### config.mk
export PLATFORM = sky130hd
export DESIGN_NAME = usc_top
export DESIGN_NICKNAME = d
export VERILOG_FILES = /design/src/include/usc_pkg.sv /design/src/hdl/usc_rate_div.sv /design/src/hdl/usc_top.sv
export SDC_FILE = /design/constraint.sdc
export NUM_CORES = 1
export LEC_CHECK = 0
export BUFFER_PORTS_ARGS = -buffer_cell sky130_fd_sc_hd__buf_2
export CAP_MARGIN = 15
export CORE_AREA = 2 2 103 105
export CTS_CLUSTER_DIAMETER = 50
export DETAILED_ROUTE_END_ITERATION = 10
export DIE_AREA = 0 0 105 107
export PLACE_DENSITY = 0.67
export SLEW_MARGIN = 20
export SYNTH_ARGS = -nofsm -noshare
export SYNTH_HDL_FRONTEND = slang
export SYNTH_SLANG_ARGS = --single-unit
### constraint.sdc
create_clock -name clock -period 5.5 [get_ports clock]
set_input_delay 0.55 -clock clock [delete_from_list [all_inputs] [get_ports clock]]
set_output_delay 0.55 -clock clock [all_outputs]
set_load 0.005 [all_outputs]
### src/include/usc_pkg.sv
// Purpose: Shared constants for the serial port control and status block.
// Assumes: One 40 MHz clock; register port with byte-wide data.
// Notes: Offsets, field positions, reset values and rate counts live here only.
package usc_pkg;
    // Register addresses on the peripheral register port.
    localparam logic [15:0] ADDR_MODE = 16'hFF50;
    localparam logic [15:0] ADDR_RXBUF = 16'hFF52;
    localparam logic [15:0] ADDR_STATUS = 16'hFF53;
    localparam logic [15:0] ADDR_TXDATA = 16'hFF55;
    // Mode register field positions.
    localparam int MODE_POWER = 7;
    localparam int MODE_TXEN = 6;
    localparam int MODE_RXEN = 5;
    localparam int MODE_PAR_HI = 4;
    localparam int MODE_PAR_LO = 3;
    localparam int MODE_CHAR8 = 2;
    localparam int MODE_STOP2 = 1;
    // Status register field positions.
    localparam int STAT_PARITY = 2;
    localparam int STAT_FRAME = 1;
    localparam int STAT_OVERRUN = 0;
    // Reset values and the seven-bit data mask.
    localparam logic [7:0] MODE_RESET = 8'h01;
    localparam logic [7:0] STAT_RESET = 8'h00;
    localparam logic [7:0] DATA_IDLE = 8'hFF;
    localparam logic [7:0] READ_ZERO = 8'h00;
    localparam logic [7:0] MASK_7BIT = 8'h7F;
    // Parity modes.
    typedef enum logic [1:0] {
        PAR_NONE = 2'h0,
        PAR_ZERO = 2'h1,
        PAR_ODD = 2'h2,
        PAR_EVEN = 2'h3
    } usc_parity_t;
    // Rates: base clock is the system clock divided by BASE_DIV, a sample tick
    // comes every SAMPLE_DIV base ticks, and one bit spans OVS sample ticks.
    localparam logic [3:0] BASE_DIV = 4'h4;
    localparam logic [3:0] SAMPLE_DIV = 4'h5;
    localparam logic [3:0] OVS_LAST = 4'hF;
    localparam logic [3:0] OVS_MID = 4'h7;
    // Data bit indices of the last bit for each character length.
    localparam logic [2:0] LAST_BIT8 = 3'h7;
    localparam logic [2:0] LAST_BIT7 = 3'h6;
endpackage : usc_pkg
### src/hdl/usc_rate_div.sv
// Purpose: Base clock and oversample enables for the serial port.
// Assumes: One clock; run low holds the base clock still.
// Notes: Outputs are one-cycle enables, never clocks.
`timescale 1ns/1ps
module usc_rate_div (
    input wire logic clock, // System clock.
    input wire logic rstn, // Asynchronous reset, active low.
    input wire logic run, // Power enable; low stops both enables.
    output logic baseTick, // One pulse per base clock period.
    output logic sampleTick // One pulse per oversample period.
);
    import usc_pkg::*;

    logic [3:0] baseCnt_q;
    logic [3:0] sampleCnt_q;

    // Base divider; held at zero while powered down so the base clock stays low.
    always_ff @(posedge clock or negedge rstn) begin
        if (!rstn) begin
            baseCnt_q <= 4'h0;
            baseTick <= 1'b0;
        end else if (!run) begin
            baseCnt_q <= 4'h0;
            baseTick <= 1'b0;
        end else if (baseCnt_q == BASE_DIV - 4'h1) begin
            baseCnt_q <= 4'h0;
            baseTick <= 1'b1;
        end else begin
            baseCnt_q <= baseCnt_q + 4'h1;
            baseTick <= 1'b0;
        end
    end

    // Oversample divider counts base ticks.
    always_ff @(posedge clock or negedge rstn) begin
        if (!rstn) begin
            sampleCnt_q <= 4'h0;
            sampleTick <= 1'b0;
        end else if (!run) begin
            sampleCnt_q <= 4'h0;
            sampleTick <= 1'b0;
        end else if (baseTick && sampleCnt_q == SAMPLE_DIV - 4'h1) begin
            sampleCnt_q <= 4'h0;
            sampleTick <= 1'b1;
        end else begin
            if (baseTick) begin
                sampleCnt_q <= sampleCnt_q + 4'h1;
            end
            sampleTick <= 1'b0;
        end
    end
endmodule : usc_rate_div

### src/hdl/usc_top.sv
// Purpose: Serial port mode control, transmit data register and receive error status.
// Assumes: Register port strobes are one-cycle pulses on the system clock.
// Notes: Power-down clears the internal circuit on the next clock edge.
`timescale 1ns/1ps
module usc_top (
    input wire logic clock, // System clock, 40 MHz.
    input wire logic rstn, // Asynchronous reset, active low.
    input wire logic [15:0] regAddr, // Register address.
    input wire logic regWr, // Write strobe, one cycle.
    input wire logic regRd, // Read strobe, one cycle.
    input wire logic [7:0] regWrData, // Write data.
    output logic [7:0] regRdData, // Read data, valid the cycle after regRd.
    input wire logic serialInLine, // Receive pin.
    output logic serialOutLine, // Transmit pin.
    output logic transmitDoneIrq, // Pulse when a frame has been sent.
    output logic receiveDoneIrq, // Pulse when a byte lands in the buffer.
    output logic receiveErrIrq // Pulse when a reception ends in error.
);
    import usc_pkg::*;

    typedef enum {TX_IDLE, TX_START, TX_DATA, TX_PAR, TX_STOP} usc_tx_t;
    typedef enum {RX_IDLE, RX_START, RX_DATA, RX_PAR, RX_STOP} usc_rx_t;

    logic [7:0] mode_q;
    logic [7:0] status_q;
    logic [7:0] txData_q;
    logic txPending_q;
    logic [7:0] rxBuf_q;
    logic rxFull_q;
    logic txEnSync_q;
    logic rxEnSync_q;
    logic [2:0] rxSync_q;
    logic rxLevel_q;
    logic baseTick;
    logic sampleTick;
    usc_tx_t txState_q;
    logic [3:0] txCnt_q;
    logic [2:0] txBit_q;
    logic [7:0] txShift_q;
    logic txPar_q;
    logic txSecondStop_q;
    usc_rx_t rxState_q;
    logic [3:0] rxCnt_q;
    logic [2:0] rxBit_q;
    logic [7:0] rxShift_q;
    logic rxParBit_q;

    wire power = mode_q[MODE_POWER];
    wire txEnBit = mode_q[MODE_TXEN];
    wire rxEnBit = mode_q[MODE_RXEN];
    wire char8 = mode_q[MODE_CHAR8];
    wire stop2 = mode_q[MODE_STOP2];
    wire [1:0] parMode = {mode_q[MODE_PAR_HI], mode_q[MODE_PAR_LO]};
    wire [2:0] lastBit = char8 ? LAST_BIT8 : LAST_BIT7;
    wire wrMode = regWr && regAddr == ADDR_MODE;
    wire wrTxData = regWr && regAddr == ADDR_TXDATA;
    wire rdStatus = regRd && regAddr == ADDR_STATUS;
    wire rdRxBuf = regRd && regAddr == ADDR_RXBUF;
    wire txRun = power && txEnSync_q;
    wire rxRun = power && rxEnSync_q;
    wire txLaunch = txRun && sampleTick && txState_q == TX_IDLE && txPending_q;
    wire bitEnd = sampleTick && rxCnt_q == OVS_LAST;
    wire rxFinish = rxRun && rxState_q == RX_STOP && bitEnd;
    // Seven-bit characters arrive shifted one place too high; realign with MSB zero.
    wire [7:0] rxWord = char8 ? rxShift_q : {1'b0, rxShift_q[7:1]};
    wire expectOdd = parMode == PAR_ODD;
    wire checkPar = parMode == PAR_ODD || parMode == PAR_EVEN;
    wire parErr = checkPar && ((^rxWord ^ rxParBit_q) != expectOdd);
    wire frameErr = !rxLevel_q;
    wire overrun = rxFull_q;
    wire [7:0] statSet = rxFinish ?
        {5'h00, parErr, frameErr, overrun} : STAT_RESET;

    usc_rate_div usc_rate_div_inst (
        .clock(clock),
        .rstn(rstn),
        .run(power),
        .baseTick(baseTick),
        .sampleTick(sampleTick)
    );

    // Mode register; every field is software owned.
    always_ff @(posedge clock or negedge rstn) begin
        if (!rstn) begin
            mode_q <= MODE_RESET;
        end else if (wrMode) begin
            mode_q <= regWrData;
        end
    end

    // Direction enables follow the register on base clock edges and clear on the next clock edge at power-down.
    always_ff @(posedge clock or negedge rstn) begin
        if (!rstn) begin
            txEnSync_q <= 1'b0;
            rxEnSync_q <= 1'b0;
        end else if (!power) begin
            txEnSync_q <= 1'b0;
            rxEnSync_q <= 1'b0;
        end else if (baseTick) begin
            txEnSync_q <= txEnBit;
            rxEnSync_q <= rxEnBit;
        end
    end

    // Three-stage input sampler; a level is accepted once stages two and three agree.
    always_ff @(posedge clock or negedge rstn) begin
        if (!rstn) begin
            rxSync_q <= 3'h7;
            rxLevel_q <= 1'b1;
        end else begin
            rxSync_q <= {rxSync_q[1:0], serialInLine};
            if (!power) begin
                rxLevel_q <= 1'b1;
            end else if (rxSync_q[1] == rxSync_q[2]) begin
                rxLevel_q <= rxSync_q[2];
            end
        end
    end

    // Transmit data register; a write while a byte waits or shifts is ignored.
    always_ff @(posedge clock or negedge rstn) begin
        if (!rstn) begin
            txData_q <= DATA_IDLE;
            txPending_q <= 1'b0;
        end else if (!power || !txEnBit) begin
            txData_q <= DATA_IDLE;
            txPending_q <= 1'b0;
        end else if (wrTxData && !txPending_q && txState_q == TX_IDLE) begin
            txData_q <= regWrData;
            txPending_q <= 1'b1;
        end else if (txLaunch) begin
            txPending_q <= 1'b0;
        end
    end

    // Transmit sequencer; each bit lasts sixteen oversample periods.
    always_ff @(posedge clock or negedge rstn) begin
        if (!rstn) begin
            txState_q <= TX_IDLE;
            txCnt_q <= 4'h0;
            txBit_q <= 3'h0;
            txShift_q <= DATA_IDLE;
            txPar_q <= 1'b0;
            txSecondStop_q <= 1'b0;
            serialOutLine <= 1'b1;
            transmitDoneIrq <= 1'b0;
        end else if (!txRun) begin
            txState_q <= TX_IDLE;
            txCnt_q <= 4'h0;
            txBit_q <= 3'h0;
            serialOutLine <= 1'b1;
            transmitDoneIrq <= 1'b0;
        end else begin
            transmitDoneIrq <= 1'b0;
            if (txLaunch) begin
                txState_q <= TX_START;
                txCnt_q <= 4'h0;
                txShift_q <= txData_q;
                txPar_q <= (parMode == PAR_ZERO) ? 1'b0 :
                    ((^(txData_q & (char8 ? DATA_IDLE : MASK_7BIT))) ^
                    (parMode == PAR_ODD));
                serialOutLine <= 1'b0;
            end else if (sampleTick && txState_q != TX_IDLE) begin
                txCnt_q <= txCnt_q + 4'h1;
                if (txCnt_q == OVS_LAST) begin
                    case (txState_q)
                        TX_START: begin
                            txState_q <= TX_DATA;
                            txBit_q <= 3'h0;
                            serialOutLine <= txShift_q[0];
                        end
                        TX_DATA: begin
                            txShift_q <= {1'b1, txShift_q[7:1]};
                            txBit_q <= txBit_q + 3'h1;
                            if (txBit_q != lastBit) begin
                                serialOutLine <= txShift_q[1];
                            end else if (parMode != PAR_NONE) begin
                                txState_q <= TX_PAR;
                                serialOutLine <= txPar_q;
                            end else begin
                                txState_q <= TX_STOP;
                                txSecondStop_q <= 1'b0;
                                serialOutLine <= 1'b1;
                            end
                        end
                        TX_PAR: begin
                            txState_q <= TX_STOP;
                            txSecondStop_q <= 1'b0;
                            serialOutLine <= 1'b1;
                        end
                        TX_STOP: begin
                            if (stop2 && !txSecondStop_q) begin
                                txSecondStop_q <= 1'b1;
                            end else begin
                                txState_q <= TX_IDLE;
                                transmitDoneIrq <= 1'b1;
                            end
                        end
                        default: begin
                            txState_q <= TX_IDLE;
                        end
                    endcase
                end
            end
        end
    end

    // Receive sequencer; start bit checked mid-bit, later bits one period apart.
    always_ff @(posedge clock or negedge rstn) begin
        if (!rstn) begin
            rxState_q <= RX_IDLE;
            rxCnt_q <= 4'h0;
            rxBit_q <= 3'h0;
            rxShift_q <= READ_ZERO;
            rxParBit_q <= 1'b0;
        end else if (!rxRun) begin
            rxState_q <= RX_IDLE;
            rxCnt_q <= 4'h0;
            rxBit_q <= 3'h0;
        end else if (sampleTick) begin
            rxCnt_q <= rxCnt_q + 4'h1;
            case (rxState_q)
                RX_IDLE: begin
                    rxCnt_q <= 4'h0;
                    if (!rxLevel_q) begin
                        rxState_q <= RX_START;
                    end
                end
                RX_START: begin
                    if (rxCnt_q == OVS_MID) begin
                        rxCnt_q <= 4'h0;
                        rxBit_q <= 3'h0;
                        rxState_q <= rxLevel_q ? RX_IDLE : RX_DATA;
                    end
                end
                RX_DATA: begin
                    if (rxCnt_q == OVS_LAST) begin
                        rxShift_q <= {rxLevel_q, rxShift_q[7:1]};
                        rxBit_q <= rxBit_q + 3'h1;
                        if (rxBit_q == lastBit) begin
                            rxState_q <= (parMode != PAR_NONE) ? RX_PAR : RX_STOP;
                        end
                    end
                end
                RX_PAR: begin
                    if (rxCnt_q == OVS_LAST) begin
                        rxParBit_q <= rxLevel_q;
                        rxState_q <= RX_STOP;
                    end
                end
                RX_STOP: begin
                    // Only one stop bit is sampled whatever the transmit setting.
                    if (rxCnt_q == OVS_LAST) begin
                        rxState_q <= RX_IDLE;
                    end
                end
                default: begin
                    rxState_q <= RX_IDLE;
                end
            endcase
        end
    end

    // Receive buffer; an unread byte is kept and the new one dropped.
    always_ff @(posedge clock or negedge rstn) begin
        if (!rstn) begin
            rxBuf_q <= DATA_IDLE;
            rxFull_q <= 1'b0;
            receiveDoneIrq <= 1'b0;
        end else if (!power) begin
            rxBuf_q <= DATA_IDLE;
            rxFull_q <= 1'b0;
            receiveDoneIrq <= 1'b0;
        end else begin
            receiveDoneIrq <= rxFinish && !rxFull_q;
            if (rxFinish && !rxFull_q) begin
                rxBuf_q <= rxWord;
                rxFull_q <= 1'b1;
            end else if (rdRxBuf) begin
                rxFull_q <= 1'b0;
            end
        end
    end

    // Error flags; a new error in the reading cycle survives the clear.
    always_ff @(posedge clock or negedge rstn) begin
        if (!rstn) begin
            status_q <= STAT_RESET;
            receiveErrIrq <= 1'b0;
        end else if (!power || !rxEnBit) begin
            status_q <= STAT_RESET;
            receiveErrIrq <= 1'b0;
        end else begin
            status_q <= (rdStatus ? STAT_RESET : status_q) | statSet;
            receiveErrIrq <= |statSet;
        end
    end

    // Read mux; transmit data and unmapped addresses read as zero.
    always_ff @(posedge clock or negedge rstn) begin
        if (!rstn) begin
            regRdData <= READ_ZERO;
        end else if (regRd) begin
            if (regAddr == ADDR_MODE) begin
                regRdData <= mode_q;
            end else if (regAddr == ADDR_STATUS) begin
                regRdData <= status_q;
            end else if (regAddr == ADDR_RXBUF) begin
                regRdData <= rxBuf_q;
            end else begin
                regRdData <= READ_ZERO;
            end
        end
    end
endmodule : usc_top

* After elaboration in Yosys (flattened, before gate mapping)
Cells that the tools add are included.
** Operators by class
- $add $sub $neg :: 6
- Equal/unequal tests :: 50
- Multiplexer cells :: 93
- Bitwise gates (word level) :: 5
- Reductions and logical operators :: 52
** Operators by type and width (count)
- $mux W32 :: 14
- $pmux W32 S5 :: 1
- $eq A32 B2 Y1 const B :: 4
- $pmux W32 S4 :: 1
- $mux W8 :: 15
- $eq A16 B16 Y1 const B :: 4
- $eq A32 B1 Y1 const B :: 2
- $eq A32 B3 Y1 const B :: 2
- $logic_not A32 Y1 :: 2
- $mux W4 :: 11
- $mux W1 :: 35
- $eq A32 B4 Y1 const B :: 1
- $reduce_bool A32 Y1 :: 1
- $mux W3 :: 10
- $reduce_and A4 Y1 :: 6
- $logic_and A1 B1 Y1 :: 19
- $ne A3 B1 Y1 const B :: 6
- $ne A3 B3 Y1 const B :: 6
- $add A4 B1 Y4 const B :: 4
- $reduce_xor A8 Y1 :: 2
- $ne A2 B1 Y1 const B :: 6
- $pmux W3 S2 :: 2
- $reduce_bool A2 Y1 :: 5
- $and A8 B8 Y8 :: 1
- other kinds (27) :: 46
** Storage, ports and cells
- Register bits :: 159
- Word-level logic and storage cells :: 236

* Logic depth before layout (Yosys ltp)
Gate-level depths: netlist (run 1).
- Depth after elaboration :: 8
- Gate-level depth with buffers :: 7

* Hierarchy
A second synthesis (run 1) with hierarchy kept.
** Second synthesis, totals
- Cell total of the unflattened synthesis :: 474
- Area total of the unflattened synthesis :: 4808.4 um^2
** Modules (own cells, without submodules)
- usc_top :: times used 1, cells each 433, area each 4342.9 um^2, seq. area each 2189.6 um^2
- usc_rate_div :: times used 1, cells each 41, area each 465.4 um^2, seq. area each 250.2 um^2

* Least setup slack after synthesis (run 1)
OpenSTA, ideal clock, no wires.
- Path kind :: input port to flip-flop
- Start point :: in regAddr[3]
- End point :: reg regRdData[0]
- Setup time :: 0.123 ns
- Arrival time :: 1.674 ns
- Required time :: 5.377 ns
- Path slack :: 3.703 ns
- Stages :: 4
- Buffers on the path :: 0
- Cell sequence :: or3b_1 -> nor4_4 -> nand4b_1 -> o221a_2
** Between the ends
- Word-level cells in the longest chain between the ends :: 4
- Elaborated cells on any way between the ends :: 6
- Classes of those cells :: 3 x eq/ne; 3 x mux
** Ends and longest elaborated chain
- start: declaration :: line usc_top.sv:8 : input wire logic [15:0] regAddr,
- $eq A16 B16 Y1 :: line usc_top.sv:308 : end else if (regAddr == ADDR_RXBUF) begin
- $mux W8 :: line usc_top.sv:308
- $mux W8 :: line usc_top.sv:306 : end else if (regAddr == ADDR_STATUS) begin
- $mux W8 (*) :: line usc_top.sv:304 : if (regAddr == ADDR_MODE) begin
- end signal: assignment :: line usc_top.sv:305 : regRdData <= mode_q;
- end signal: assignment :: line usc_top.sv:307 : regRdData <= status_q;
- end signal: assignment :: line usc_top.sv:309 : regRdData <= rxBuf_q;
- end: declaration :: line usc_top.sv:12 : output logic [7:0] regRdData,
Every way passes the cells marked *; elsewhere a longest branch is shown, timed or not.
A chain may end at the register's enable or synchronous reset.

* Final worst setup path (run 1)
- Start point :: reg mode_q[7]
- End point :: reg rxBuf_q[0]
** Between the ends
- Word-level cells in the longest chain between the ends :: 5
- Elaborated cells on any way between the ends :: 6
- Classes of those cells :: 1 x eq/ne; 1 x mux; 4 x reduce/logical
** Ends and longest elaborated chain
- start: declaration :: line usc_top.sv:24 : logic [7:0] mode_q;
- start signal: assignment :: line usc_top.sv:87 : mode_q <= regWrData;
- $logic_and A1 B1 Y1 :: line usc_top.sv:60 : wire rxRun = power && rxEnSync_q;
- $logic_and A1 B1 Y1 (2 in series) :: line usc_top.sv:63 : wire rxFinish = rxRun && rxState_q == RX_STOP && bitEnd;
- $logic_and A1 B1 Y1 :: line usc_top.sv:276 : if (rxFinish && !rxFull_q) begin
- $ne A2 B1 Y1 (no source line)
- end signal: assignment :: line usc_top.sv:277 : rxBuf_q <= rxWord;
- end: declaration :: line usc_top.sv:28 : logic [7:0] rxBuf_q;
Several ways; a longest one is shown, not always the timed one.

==> results of run 1 <==
## cells in the mapped netlist, types with 6 or more instances
cell and number:
sky130_fd_sc_hd__ha_1 7, sky130_fd_sc_hd__xnor2_1 14, sky130_fd_sc_hd__dfrtp_1 66, sky130_fd_sc_hd__inv_1 12, sky130_fd_sc_hd__nand2_1 82, sky130_fd_sc_hd__and2_1 6, sky130_fd_sc_hd__nand4_1 7, sky130_fd_sc_hd__nand3_1 18
sky130_fd_sc_hd__dfstp_2 30, sky130_fd_sc_hd__buf_2 7, sky130_fd_sc_hd__a31oi_1 11, sky130_fd_sc_hd__nor3b_1 7, sky130_fd_sc_hd__o22ai_1 7, sky130_fd_sc_hd__clkbuf_1 10, sky130_fd_sc_hd__a21oi_1 9, sky130_fd_sc_hd__nand2b_1 9
sky130_fd_sc_hd__mux2i_1 32, sky130_fd_sc_hd__mux2_2 6, sky130_fd_sc_hd__nor2_1 34, sky130_fd_sc_hd__nor2b_1 17, sky130_fd_sc_hd__o21ai_0 13
## cells in the final DEF, fill, tap and decap left out, types with 6 or more instances in the layout
| master | n |
|---|---|
| sky130_fd_sc_hd__a21oi_1 | 9 |
| sky130_fd_sc_hd__mux2i_1 | 32 |
| sky130_fd_sc_hd__nor2b_1 | 17 |
| sky130_fd_sc_hd__dfstp_2 | 30 |
| sky130_fd_sc_hd__dfrtp_1 | 66 |
| sky130_fd_sc_hd__xnor2_1 | 14 |
| sky130_fd_sc_hd__inv_1 | 12 |
| sky130_fd_sc_hd__ha_1 | 7 |
| sky130_fd_sc_hd__nand3_1 | 18 |
| sky130_fd_sc_hd__nor3b_1 | 7 |
| sky130_fd_sc_hd__a31oi_1 | 11 |
| sky130_fd_sc_hd__nand2b_1 | 9 |
| sky130_fd_sc_hd__buf_2 | 39 |
| sky130_fd_sc_hd__mux2_2 | 6 |
| sky130_fd_sc_hd__o22ai_1 | 7 |
| sky130_fd_sc_hd__nand2_1 | 82 |
| sky130_fd_sc_hd__and2_1 | 6 |
| sky130_fd_sc_hd__nand4_1 | 7 |
| sky130_fd_sc_hd__o21ai_0 | 13 |
| sky130_fd_sc_hd__nor2_1 | 34 |
| sky130_fd_sc_hd__clkbuf_8 | 10 |
## power breakdown
part / internal (mW) / total, mW / switching, mW
registers: 0.710 / 0.712 / 0.00215
logic: 0.0145 / 0.0400 / 0.0255
clock network: 0.223 / 0.464 / 0.241
total: 0.947 / 1.22 / 0.269
## logic make-up (layout without fill, tap and decap cells)
family / count (synthesis) / count (layout) / share of synthesized area (%)
compound gates: 74 / 74 / 10.4
flops: 96 / 96 / 49.3
xor+xnor: 20 / 20 / 4.37
buf+inv: 33 / 69 / 2.98
mux: 42 / 42 / 8.74
fa+ha+maj: 7 / 7 / 1.77
simple gates: 214 / 214 / 22.5
## sequential cells by signal, summed over array words and instances, names as in the netlist, 3 cells and up
register and flops:
rxCnt_q 4, usc_rate_div_inst.sampleCnt_q 4, mode_q 8, txBit_q 3, usc_rate_div_inst.baseCnt_q 4, rxState_q 3
txShift_q 8, rxShift_q 8, txData_q 8, rxSync_q 3, rxBuf_q 8, txCnt_q 4
txState_q 3, regRdData 8, status_q 3, rxBit_q 3
## stage by stage
step / power, mW / setup slack, ns / utilization (%)
6_report: 1.22 / 2.90 / 53.7
4_1_cts: 1.23 / 2.90 / 53.7
5_1_grt: 1.26 / 2.71 / 53.7
3_5_place_dp: 0.766 / 2.92 / 51.8
3_3_place_gp: 0.766 / 3.01 / 51.8
2_1_floorplan: 0.735 / 3.70 / -
## worst max path at each step
| stage | startpoint | to | slack, ns | depth (start not counted) |
|---|---|---|---|---|
| 2_1_floorplan | regAddr[3] | regRdData[0] | 3.70 | 4 |
| 3_3_place_gp | mode_q[7] | rxBuf_q[2] | 3.01 | 5 |
| 3_5_place_dp | mode_q[7] | rxBuf_q[0] | 2.92 | 5 |
| 4_1_cts | mode_q[7] | rxBuf_q[0] | 2.90 | 5 |
| 5_1_grt | mode_q[7] | rxBuf_q[6] | 2.71 | 5 |
| 6_report | mode_q[7] | rxBuf_q[0] | 2.90 | 5 |
## metal layers
metal  global-route usage [%]  routed length [um]  up-vias
met5                        0                   0        -
met4                     7.43                 138        0
met3                     4.80                 475       12
met2                     32.1                5070       86
met1                     25.6                4720     1824
li1                         -                   -     1761
## final cells by class
class                   count  area (um2)  area share, %
clock buffers              13         149           2.75
clock inverters             3        42.5          0.785
inverters                  12        45.0          0.831
multi-input cells         357        2360           43.6
flip-flops and latches     96        2440           45.0
well taps                 136         170           3.14
repair buffers             41         210           3.88
==> metrics list, run 1 <==
- The largest individual stage delay along the critical path comes from the cell sky130_fd_sc_hd__dfrtp_1.
* Run status: complete, no violations
- Setup violations remaining at the end of the flow were counted as 0.
- Dividing the detail-routed wire length by the instance count gives 15.8 um.
- Clock-pin slew was measured on the worst setup and hold paths at 0.09 ns.
- Worst-skew pair later-pin latency: 0.37 ns
- Maximum number of pins on one net before global-route repair: 71
- For the final routed database, the setup TNS stands at 0 ns.
* Count of unresolved DRC violations after routing: 0
- Worst min-delay path class: in2async
- Crit path capture type: flop
- Row generation in the floorplan step produced 37 rows.
- Vias in the first global route: 3499
* Cell variety after synth: 66
- Final hold violation count: 0
* Post-Place Cells: 642
* Number of nets in the finished design: 553
* Total nets after synthesis: 522
* Die extent in y: 107 um
- For the final database, setup skew stands at 0.00827 ns.
- Crit Path Max Fanout: 30
* Post-route cell area: 0.00542 mm2
* Number of enable-type register cells in the synthesized netlist: 0
- Setup repair after global routing missed its margin: false
- Avg Cell Area, Syn: 10.2 um2
* Drt pass-1 iters: 4
* Leakage component of the power: 2.29 nW
- Post-placement cell area: 0.00523 mm2
- Deepest level of the CTS H-tree: 3
- Worst hold slack: 0.0681 ns
* Top post-synthesis cells by area: sky130_fd_sc_hd__dfrtp_1 (33%), sky130_fd_sc_hd__dfstp_2 (16%), sky130_fd_sc_hd__mux2i_1 (6.5%)
- Root Driver: sky130_fd_sc_hd__clkbuf_8
- Combined area of all synthesized cells: 0.00495 mm2
- The first routing iteration left 189 violations.
- Share of post-route cells with drive strength above 1: 19.9%
- Area enclosed by the die boundary: 0.0112 mm2
- In this run the critical register-to-register path is launched from mode_q[7].
- Final ANT Viol Nets: 0
- Together, buffers and inverters on the worst path number 0.
- The worst path needs 2.60 ns of the cycle, external delays included.
- Post-CTS resize count: 0
- End of the worst register-to-register path: rxBuf_q[0]
- Worst IR Drop VDD: 0.101 mV
* Cell accounting for the most synthesized area: sky130_fd_sc_hd__dfrtp_1
- Core region area: 0.0101 mm2
- Clock tree sinks: 96
- Of the post-synthesis cell area, the dominant cell type holds 33.4%.
- CTS tree: done
- Initial antenna violation count: 0
* Highest clock frequency the design can meet: 0.385 GHz
- Die width: 105 um
* Final Cycle Share: 47.2%
- Async set-reset flop share out of synthesis: 100%
- Counting cells, the worst reg-to-reg path comes to 5.
* Hold buffers post-CTS: 0
* Post-CTS setup buffer count: 0
- Vias per cell: 5.60
* Max-capacitance violation count: 0
- By startpoint and endpoint, the worst setup path is classified as reg2reg.
- STA classifies the critical path startpoint as a flop.
- For the pin with the worst max-slew slack, the measured transition is 0.887 ns.
- The final layout contains routed wiring with a total length of 10.4 mm.
- Headroom to the max-slew limit came out at 40.8%.
- Synthesis inferred 96 register bits.
- Counting every instance in the synthesized netlist gives 486.
- Register-to-register path setup slack: 2.90 ns
- Congestion Overflow GR: 0
* Routability-driven placement congestion ratio: 0.841
* Synthesis-to-layout area growth: 9.47%
* Number of I/O port buffers: 40
- Boundary pin count: 41
- Clock buffers created by TritonCTS: 9
- Delay-heaviest family, CP: simple AND/OR/NAND/NOR gates
- Once the floorplan was initialized, standard cells occupied 49.1% of the core.
- Vias post-DR: 3683
- The longest clock path from root to sink contains 2 buffers.
* Portion of the post-synthesis area used by sequential elements: 49.3%
- Post-route insts no fill: 658
* FILL cells: 913
* Arrival @ worst endpoint: 2.89 ns
- For this run, the number of Yosys warnings is 0.
* Data required, critical path: 5.79 ns
- The repair_antennas step left the layout with diodes totalling 0.
- Dividing total power by cell area gives a power density of 224 mW/mm2.
- Total global routing track utilization: 19.7%
- Cells along the critical path: nand3_1, or2_1, nor4b_4, and2_1, mux2i_1
* Most used DFF post-synth: sky130_fd_sc_hd__dfrtp_1
* Max-slew violations: 0
- Delay of the slowest critical-path stage: 0.88 ns
* Half-perimeter wire length after placement: 7.35 mm
- Wire length of the first global-routing pass: 17.4 mm
Power figures use the tool's default switching activity.
==> inputs of run 2 (changes only) <==
--- a/config.mk
+++ b/config.mk
@@ -5,13 +5,14 @@
 export SDC_FILE = /design/constraint.sdc
 export NUM_CORES = 1
 export LEC_CHECK = 0
+export ABC_AREA = 1
 export BUFFER_PORTS_ARGS = -buffer_cell sky130_fd_sc_hd__buf_2
 export CAP_MARGIN = 15
 export CORE_AREA = 2 2 103 105
 export CTS_CLUSTER_DIAMETER = 50
 export DETAILED_ROUTE_END_ITERATION = 10
 export DIE_AREA = 0 0 105 107
-export PLACE_DENSITY = 0.67
+export PLACE_DENSITY = 0.68
 export SLEW_MARGIN = 20
 export SYNTH_ARGS = -nofsm -noshare
 export SYNTH_HDL_FRONTEND = slang
==> constraint.sdc (replaced) <==
create_clock -name clock -period 2.5 [get_ports clock]
set_input_delay 0.25 -clock clock [delete_from_list [all_inputs] [get_ports clock]]
set_output_delay 0.25 -clock clock [all_outputs]
set_load 0.005 [all_outputs]
==> run 2 against run 1 <==
Compared with the run above: non-clock buffer count rose by 5; final cell count rose by 23%; worst hold slack improved by 0.029 ns; sequential power rose by 120%; synthesized area rose by 0.23%; total power rose by 110%; count of clock-buffer cells in the layout fell by 4; wire length rose by 3.8%; register-to-register slack got worse by 2.2 ns; critical path depth rose by 4; core utilization rose by 1.0 points; first-iteration DRC count rose by 9.5%; critical path type unchanged; largest cell class unchanged; largest power group unchanged.
==> metrics list, run 2 <==
- The initial antenna violation count came to 0 (unchanged).
* Commonest cells in the synthesized netlist: sky130_fd_sc_hd__nand2_1 (185), sky130_fd_sc_hd__inv_1 (74), sky130_fd_sc_hd__dfrtp_1 (66)
- Leading cell types in the layout, fill and taps excluded: sky130_fd_sc_hd__nand2_1 (185), sky130_fd_sc_hd__inv_1 (74), sky130_fd_sc_hd__dfrtp_1 (66)
- Max-capacitance violation count: 0 (unchanged)
- The clock-pin slew of the registers on the worst-case setup and hold paths is 0.10 ns (about the same).
- Clk_skew: 0.00778 ns (-0.000493 ns)
- The number of warnings reported in the yosys synthesis log is 0 (unchanged).
* Setup repair after global routing missed its margin: false
* Combined area of all synthesized cells: 0.00496 mm2 (+0.23%)
- Top post-synthesis cells by area: sky130_fd_sc_hd__dfrtp_1 (33%), sky130_fd_sc_hd__dfstp_2 (16%), sky130_fd_sc_hd__nand2_1 (14%)
- The accumulated negative setup slack came to 0 ns (unchanged).
- STA classifies the critical path startpoint as a flop.
- The share of flip-flops with an asynchronous set or reset is 100% (unchanged).
* Synthesis-to-layout area growth: 11.3%
- In the synthesized netlist the dominant register cell turns out to be sky130_fd_sc_hd__dfrtp_1.
- Half-perimeter wire length after placement: 8.11 mm (+10%)
- The deepest clock path buffer count came to 2 (unchanged).
* Most instantiated library cell after synthesis: sky130_fd_sc_hd__nand2_1
- The overall fraction of global-route tracks in use was 20.8% (+1.1 points).
- Number of synthesized register bits: 96 (unchanged)
* Cell accounting for the most synthesized area: sky130_fd_sc_hd__dfrtp_1
* Clock buffers created by TritonCTS: 9 (unchanged)
- The required time of the critical path is 2.80 ns (-2.99 ns).
- The actual transition at the worst max-transition pin came to 0.702 ns (-0.186 ns).
- The number of buffers inserted by hold repair at cts was 2 (+2).
- The cell count after synthesis is 624 (+28%).
- Leading cell type in the layout, fill and taps excluded: sky130_fd_sc_hd__nand2_1
- The via count of the first global-routing pass was 3983 (+14%).
- The number of input and output port buffers inserted came to 40 (unchanged).
* Core region area: 0.0101 mm2 (unchanged)
* FILL cells: 975 (+6.8%)
- Average wire per cell in the routed design: 13.3 um (-16%)
* Root Driver: sky130_fd_sc_hd__clkbuf_8
* Die width: 105 um (unchanged)
- The number of flops mapped to enable cells by yosys is 0 (unchanged).
- The ratio of routed vias to standard cells was 5.09 (-9.0%).
- Crit path capture type: flop
- Avg Cell Area, Syn: 7.95 um2 (-22%)
- The post-cts repair resize count came to 0 (unchanged).
- The normalized max-slew margin was 53.2% (+12 points).
- Vias post-DR: 4134 (+12%)
* Clock tree sinks: 96 (unchanged)
- Wirelength, routed: 10.8 mm (+3.8%)
- Leakage component of the power: 2.61 nW (+14%)
* Antenna diode instance count: 0 (unchanged)
- Maximum number of pins on one net before global-route repair: 55 (-23%)
* Run status: complete, no violations
- The area used by sequential logic in the layout came to 0.00244 mm2 (unchanged).
* Congestion Overflow GR: 0 (unchanged)
- Area share of the leading cell type in the synthesized netlist: 33.3% (-0.076 points)
- The largest fanout of any net on the critical path was 18 (-40%).
- Max-slew violations: 0 (unchanged)
- Highest clock frequency the design can meet: 0.551 GHz (+43%)
- Effective utilization at floorplan: 49.2% (+0.11 points)
- Boundary pin count: 41 (unchanged)
- The die height was 107 um (unchanged).
- Number of placement rows: 37 (unchanged)
* Final setup vio count: 0 (unchanged)
* Final hold violation count: 0 (unchanged)
* Area enclosed by the die boundary: 0.0112 mm2 (unchanged)
* Total nets after synthesis: 660 (+26%)
- First DRT Iteration DRCs: 207 (+9.5%)
* Arrival @ worst endpoint: 2.11 ns (-0.78 ns)
- The number of nets with antenna violations after routing was 0 (unchanged).
- Cell variety after synth: 44 (-33%)
* Wire length of the first global-routing pass: 18.6 mm (+6.7%)
- Share of post-route cells with drive strength above 1: 19.1% (-0.84 points)
- TritonCTS built the clock tree.
* Count of unresolved DRC violations after routing: 0 (unchanged)
- The worst setup path is of the reg2reg kind.
* Deepest level of the CTS H-tree: 3 (unchanged)
- The final cycle utilization of the critical path came to 72.6% (+25 points).
- Worst-skew pair later-pin latency: 0.37 ns (about the same)
- The shortest period the worst path allows is 1.81 ns (-0.782 ns).
* Portion of the post-synthesis area used by sequential elements: 49.2% (-0.11 points)
* Multi-input combinational cell area: 0.00215 mm2 (-9.2%)
- The post-CTS setup buffer count is 0 (unchanged).
- The length of the first detailed-routing pass in iterations was 5 (+1).
- The placer congestion estimate is 0.881 (+4.9%).
- Worst IR Drop VDD: 0.255 mV (+150%)
- Worst hold slack: 0.0975 ns (+0.0294 ns)
* Number of nets in the finished design: 707 (+28%)
* Power density over the cells: 468 mW/mm2 (+110%)
- In this run the worst hold path is classified as in2reg.
-- run 2: layout make-up --
class                           count  area share, %
Timing Repair Buffer               46           4.80
Inverter                           85           5.84
Clock inverter                      7           1.02
Sequential cell                    96           44.1
Multi-Input combinational cell    433           38.9
Clock buffer                        9           2.24
Tap cell                          136           3.08
-- run 2: per-layer routing --
metal	wire [um]	vias up	track usage, %
li1	-	2093	-
met1	5310	1936	28.9
met2	4880	88	32.2
met3	387	17	3.04
met4	226	0	9.71
met5	0	-	0
-- run 2: worst max-delay path, cell delays in order (launching register included) --
cell,delay (ns)
sky130_fd_sc_hd__dfrtp_1,0.44
sky130_fd_sc_hd__nor2_1,0.17
sky130_fd_sc_hd__nand2_2,0.10
sky130_fd_sc_hd__inv_2,0.06
sky130_fd_sc_hd__nand3_2,0.31
sky130_fd_sc_hd__inv_2,0.27
sky130_fd_sc_hd__nor2_2,0.10
sky130_fd_sc_hd__o21ai_2,0.10
sky130_fd_sc_hd__nand3_1,0.09
sky130_fd_sc_hd__o21ai_1,0.08
-- run 2: stage by stage --
step	power [mW]	instances	util [%]	instance area, um2	worst slack [ns]
2_1_floorplan	1.60	624	-	4960	0.960
3_3_place_gp	1.66	794	52.8	5330	0.803
3_5_place_dp	1.66	794	52.8	5330	0.743
4_1_cts	2.61	812	54.8	5530	0.716
5_1_grt	2.67	812	54.8	5530	0.523
6_report	2.58	812	54.8	5530	0.686
-- run 2: report_power, final --
part	internal [mW]	switching (mW)
sequential	1.56	0.00142
clock	0.368	0.581
combinational	0.0248	0.0504
-- run 2: final timing paths --
| check | from | end | slack (ns) | depth (start not counted) |
|---|---|---|---|---|
| worst max-delay path | txState_q[0] | txState_q[0] | 0.69 | 9 |
| worst min-delay path | regWrData[4] | txData_q[4] | 0.1 | 3 |
| worst max register to register | txState_q[0] | txState_q[0] | 0.69 | 9 |
| worst min register to register | rxSync_q[0] | rxSync_q[1] | 0.36 | 0 |
| max in group asynchronous | rstn | txShift_q[7] | 1.30 | 3 |
| min in group asynchronous | rstn | usc_rate_div_inst.sampleCnt_q[2] | 0.47 | 2 |
-- run 2: kinds of logic after synthesis --
group	synth area share [%]
flip-flops	49.2
buffers and inverters	7.56
AO/OA/AOI/OAI	13.0
XOR/XNOR	2.12
adder cells (fa/ha/maj)	1.76
AND/OR/NAND/NOR	26.2
multiplexers	0.202
==> inputs of run 3 (changes only) <==
==> constraint.sdc (replaced) <==
create_clock -name clock -period 1.82 [get_ports clock]
set_input_delay 0.182 -clock clock [delete_from_list [all_inputs] [get_ports clock]]
set_output_delay 0.182 -clock clock [all_outputs]
set_load 0.005 [all_outputs]
==> run 3 against run 2 <==
Compared with the run above: combinational power up 49%; largest power group unchanged; die area unchanged; clock skew is 0.0034 ns higher.
==> metrics list, run 3 (synthesis gave the netlist of run 2 again) <==
- The flow ran to the end, and the final reports show no timing, DRC or antenna violations.
- The final count of negative-setup-slack endpoints came to 0 (unchanged).
- The proportion of total power due to net switching was 23.4% (-1.1 points).
- Startpoint type of the worst setup path: flop
* Internal power contribution: 2.83 mW (+45%)
* Hold path startpoint: regWrData[6]
* Drt pass-1 iters: 5 (unchanged)
- Highest clock frequency the design can meet: 0.600 GHz (+8.9%)
* First DRT Iteration DRCs: 239 (+15%)
- Leaving out fill and tap cells, the most frequent cell in the layout is sky130_fd_sc_hd__nand2_1.
- Die width: 105 um (unchanged)
* Leakage component of the power: 2.68 nW (+2.8%)
* CTS clk-pin slew, worst paths: 0.10 ns (about the same)
- Clock buffers created by TritonCTS: 9 (unchanged)
* Number of nets in the finished design: 715 (+1.1%)
- Core region area: 0.0101 mm2 (unchanged)
* Final ANT Viol Nets: 0 (unchanged)
* Setup repair after global routing missed its margin: true
- Leading cell types in the layout, fill and taps excluded: sky130_fd_sc_hd__nand2_1 (183), sky130_fd_sc_hd__inv_1 (74), sky130_fd_sc_hd__dfrtp_1 (66)
- The largest fanout of any net on the critical path came to 9 (-9).
- The power density relative to cell area is 657 mW/mm2 (+41%).
- Worst setup path class: reg2reg
- The tree is rooted in a sky130_fd_sc_hd__clkbuf_8.
- The first-pass GRT wire length came to 19.1 mm (+2.9%).
- The H-tree depth came to 3 (unchanged).
- The via count of the first global-routing pass was 4033 (+1.3%).
* Area enclosed by the die boundary: 0.0112 mm2 (unchanged)
- The combinational cell fraction of total power came to 3.0% (about the same).
- Total global routing track utilization: 21.4% (+0.58 points)
- The sum of overflow across all layers after global routing was 0 (unchanged).
- The ratio of routed vias to standard cells was 5.13 (+0.77%).
* Maximum number of buffers from clock root to sink: 2 (unchanged)
- Max-capacitance violation count: 0 (unchanged)
* Beginning of the critical path: mode_q[7]
- The clock group share of total power was 39.1% (+2.4 points).
- Post-route insts no fill: 820 (+0.99%)
- Arrival @ worst endpoint: 1.96 ns (-0.15 ns)
- The actual transition at the worst max-transition pin was 0.492 ns (-0.209 ns).
* Boundary pin count: 41 (unchanged)
- The number of vias in the routed layout came to 4207 (+1.8%).
* Antenna diode instance count: 0 (unchanged)
- Compared with the post-synthesis result, the final layout area differs by 13.4%.
- Half-perimeter wire length after placement: 8.43 mm (+4.0%)
* Register-to-register path setup slack: 0.15 ns (-0.53 ns)
* Final hold violation count: 0 (unchanged)
* Flop pwr share: 57.9% (-2.5 points)
- Worst r2r src: mode_q[7]
- Number of placement rows: 37 (unchanged)
- The final cycle utilization of the critical path was 91.5% (+19 points).
* Worst IR Drop VDD: 0.428 mV (+68%)
- The die height came to 107 um (unchanged).
- TritonCTS built the clock tree.
- The number of remaining DRC errors is 0 (unchanged).
- Clk_skew: 0.0112 ns (+0.00343 ns)
- The number of cells after detailed placement came to 802 (+1.0%).
- Data required, critical path: 2.12 ns (-0.68 ns)
* Maximum number of pins on one net before global-route repair: 37 (-33%)
- Sw power: 0.866 mW (+37%)
- The worst hold path belongs to the class in2reg.
* Initial antenna violation count: 0 (unchanged)
- Routability-driven placement congestion ratio: 0.899 (+2.0%)
- Minimum clock period after layout: 1.67 ns (-0.149 ns)
- The number of input and output port buffers inserted came to 40 (unchanged).
- The normalized max-slew margin is 67.2% (+14 points).
* Share of post-route cells with drive strength above 1: 20.5% (+1.4 points)
- The clock latency on the worst-skew pair came to 0.38 ns (about the same).
- The total clock sinks came to 96 (unchanged).
- Average wire per cell in the routed design: 13.5 um (+1.4%)
* Post-placement cell area: 0.00540 mm2 (+1.4%)
- The area of all placed cells without fillers is 0.00563 mm2 (+1.9%).
- Worst hold slack: 0.0275 ns (-0.0699 ns)
- Wirelength, routed: 11.1 mm (+2.4%)
- The starting density of the core is 49.2% (unchanged).
- Crit path capture type: flop
- Max-slew violations: 0 (unchanged)
run 3: critical path, stage by stage (launching register included):
cell and delay [ns]:
sky130_fd_sc_hd__dfrtp_1 0.50, sky130_fd_sc_hd__nand2_1 0.18, sky130_fd_sc_hd__clkinv_2 0.16, sky130_fd_sc_hd__nand3_2 0.12, sky130_fd_sc_hd__nor2_4 0.14, sky130_fd_sc_hd__inv_2 0.08, sky130_fd_sc_hd__nor2_8 0.08, sky130_fd_sc_hd__inv_2 0.06
sky130_fd_sc_hd__nand2_4 0.07, sky130_fd_sc_hd__inv_4 0.06, sky130_fd_sc_hd__a22oi_2 0.13
run 3: power by group through the flow:
stage / combinational [mW] / sequential, mW / clock [mW]
final: 0.112 / 2.14 / 1.45
after global placement: 0.111 / 2.18 / 0
after detailed placement: 0.112 / 2.18 / 0
after global routing: 0.129 / 2.14 / 1.58
after floorplan: 0.0174 / 2.18 / 0
after CTS: 0.116 / 2.14 / 1.48
run 3: cell type report:
type,instances,area (um2)
Fill cell,957,4460
Sequential cell,96,2440
Clock buffer,9,124
Tap cell,136,170
Multi-Input combinational cell,433,2160
Timing Repair Buffer,54,338
Clock inverter,7,78.8
Inverter,85,323
run 3: repair_timing:
action,in CTS,in global routing
gates resized for setup,0,4
buffers inserted,0,0
endpoints found under the setup margin,0,11
endpoints found under the hold margin,20,0
hold buffers,2,0
run 3: through the flow:
stage	setup slack (ns)	TNS (ns)	util, %	total power, mW
CTS	0.149	0	55.7	3.74
floorplan	0.280	0	-	2.20
global placement	-0.000937	-0.000937	53.5	2.29
global route	-0.00822	-0.0112	55.8	3.85
detailed placement	0.0245	0	53.5	2.29
finish	0.154	0	55.8	3.70
run 3: routing by layer:
layer / vias up / track usage (%) / wire length [um]
met5: - / 0 / 0
met4: 0 / 7.62 / 157
met3: 11 / 2.55 / 387
met2: 80 / 35.2 / 5320
met1: 2006 / 29.3 / 5200
li1: 2110 / - / -
run 3: worst paths after layout:
kind	cells past startpoint	end
hold / removal	3	txData_q[6]
hold reg to reg	0	rxSync_q[1]
min in group asynchronous	2	usc_rate_div_inst.sampleCnt_q[1]
setup / recovery	10	rxBuf_q[2]
max in group asynchronous	3	rxBuf_q[7]
setup reg to reg	10	rxBuf_q[2]
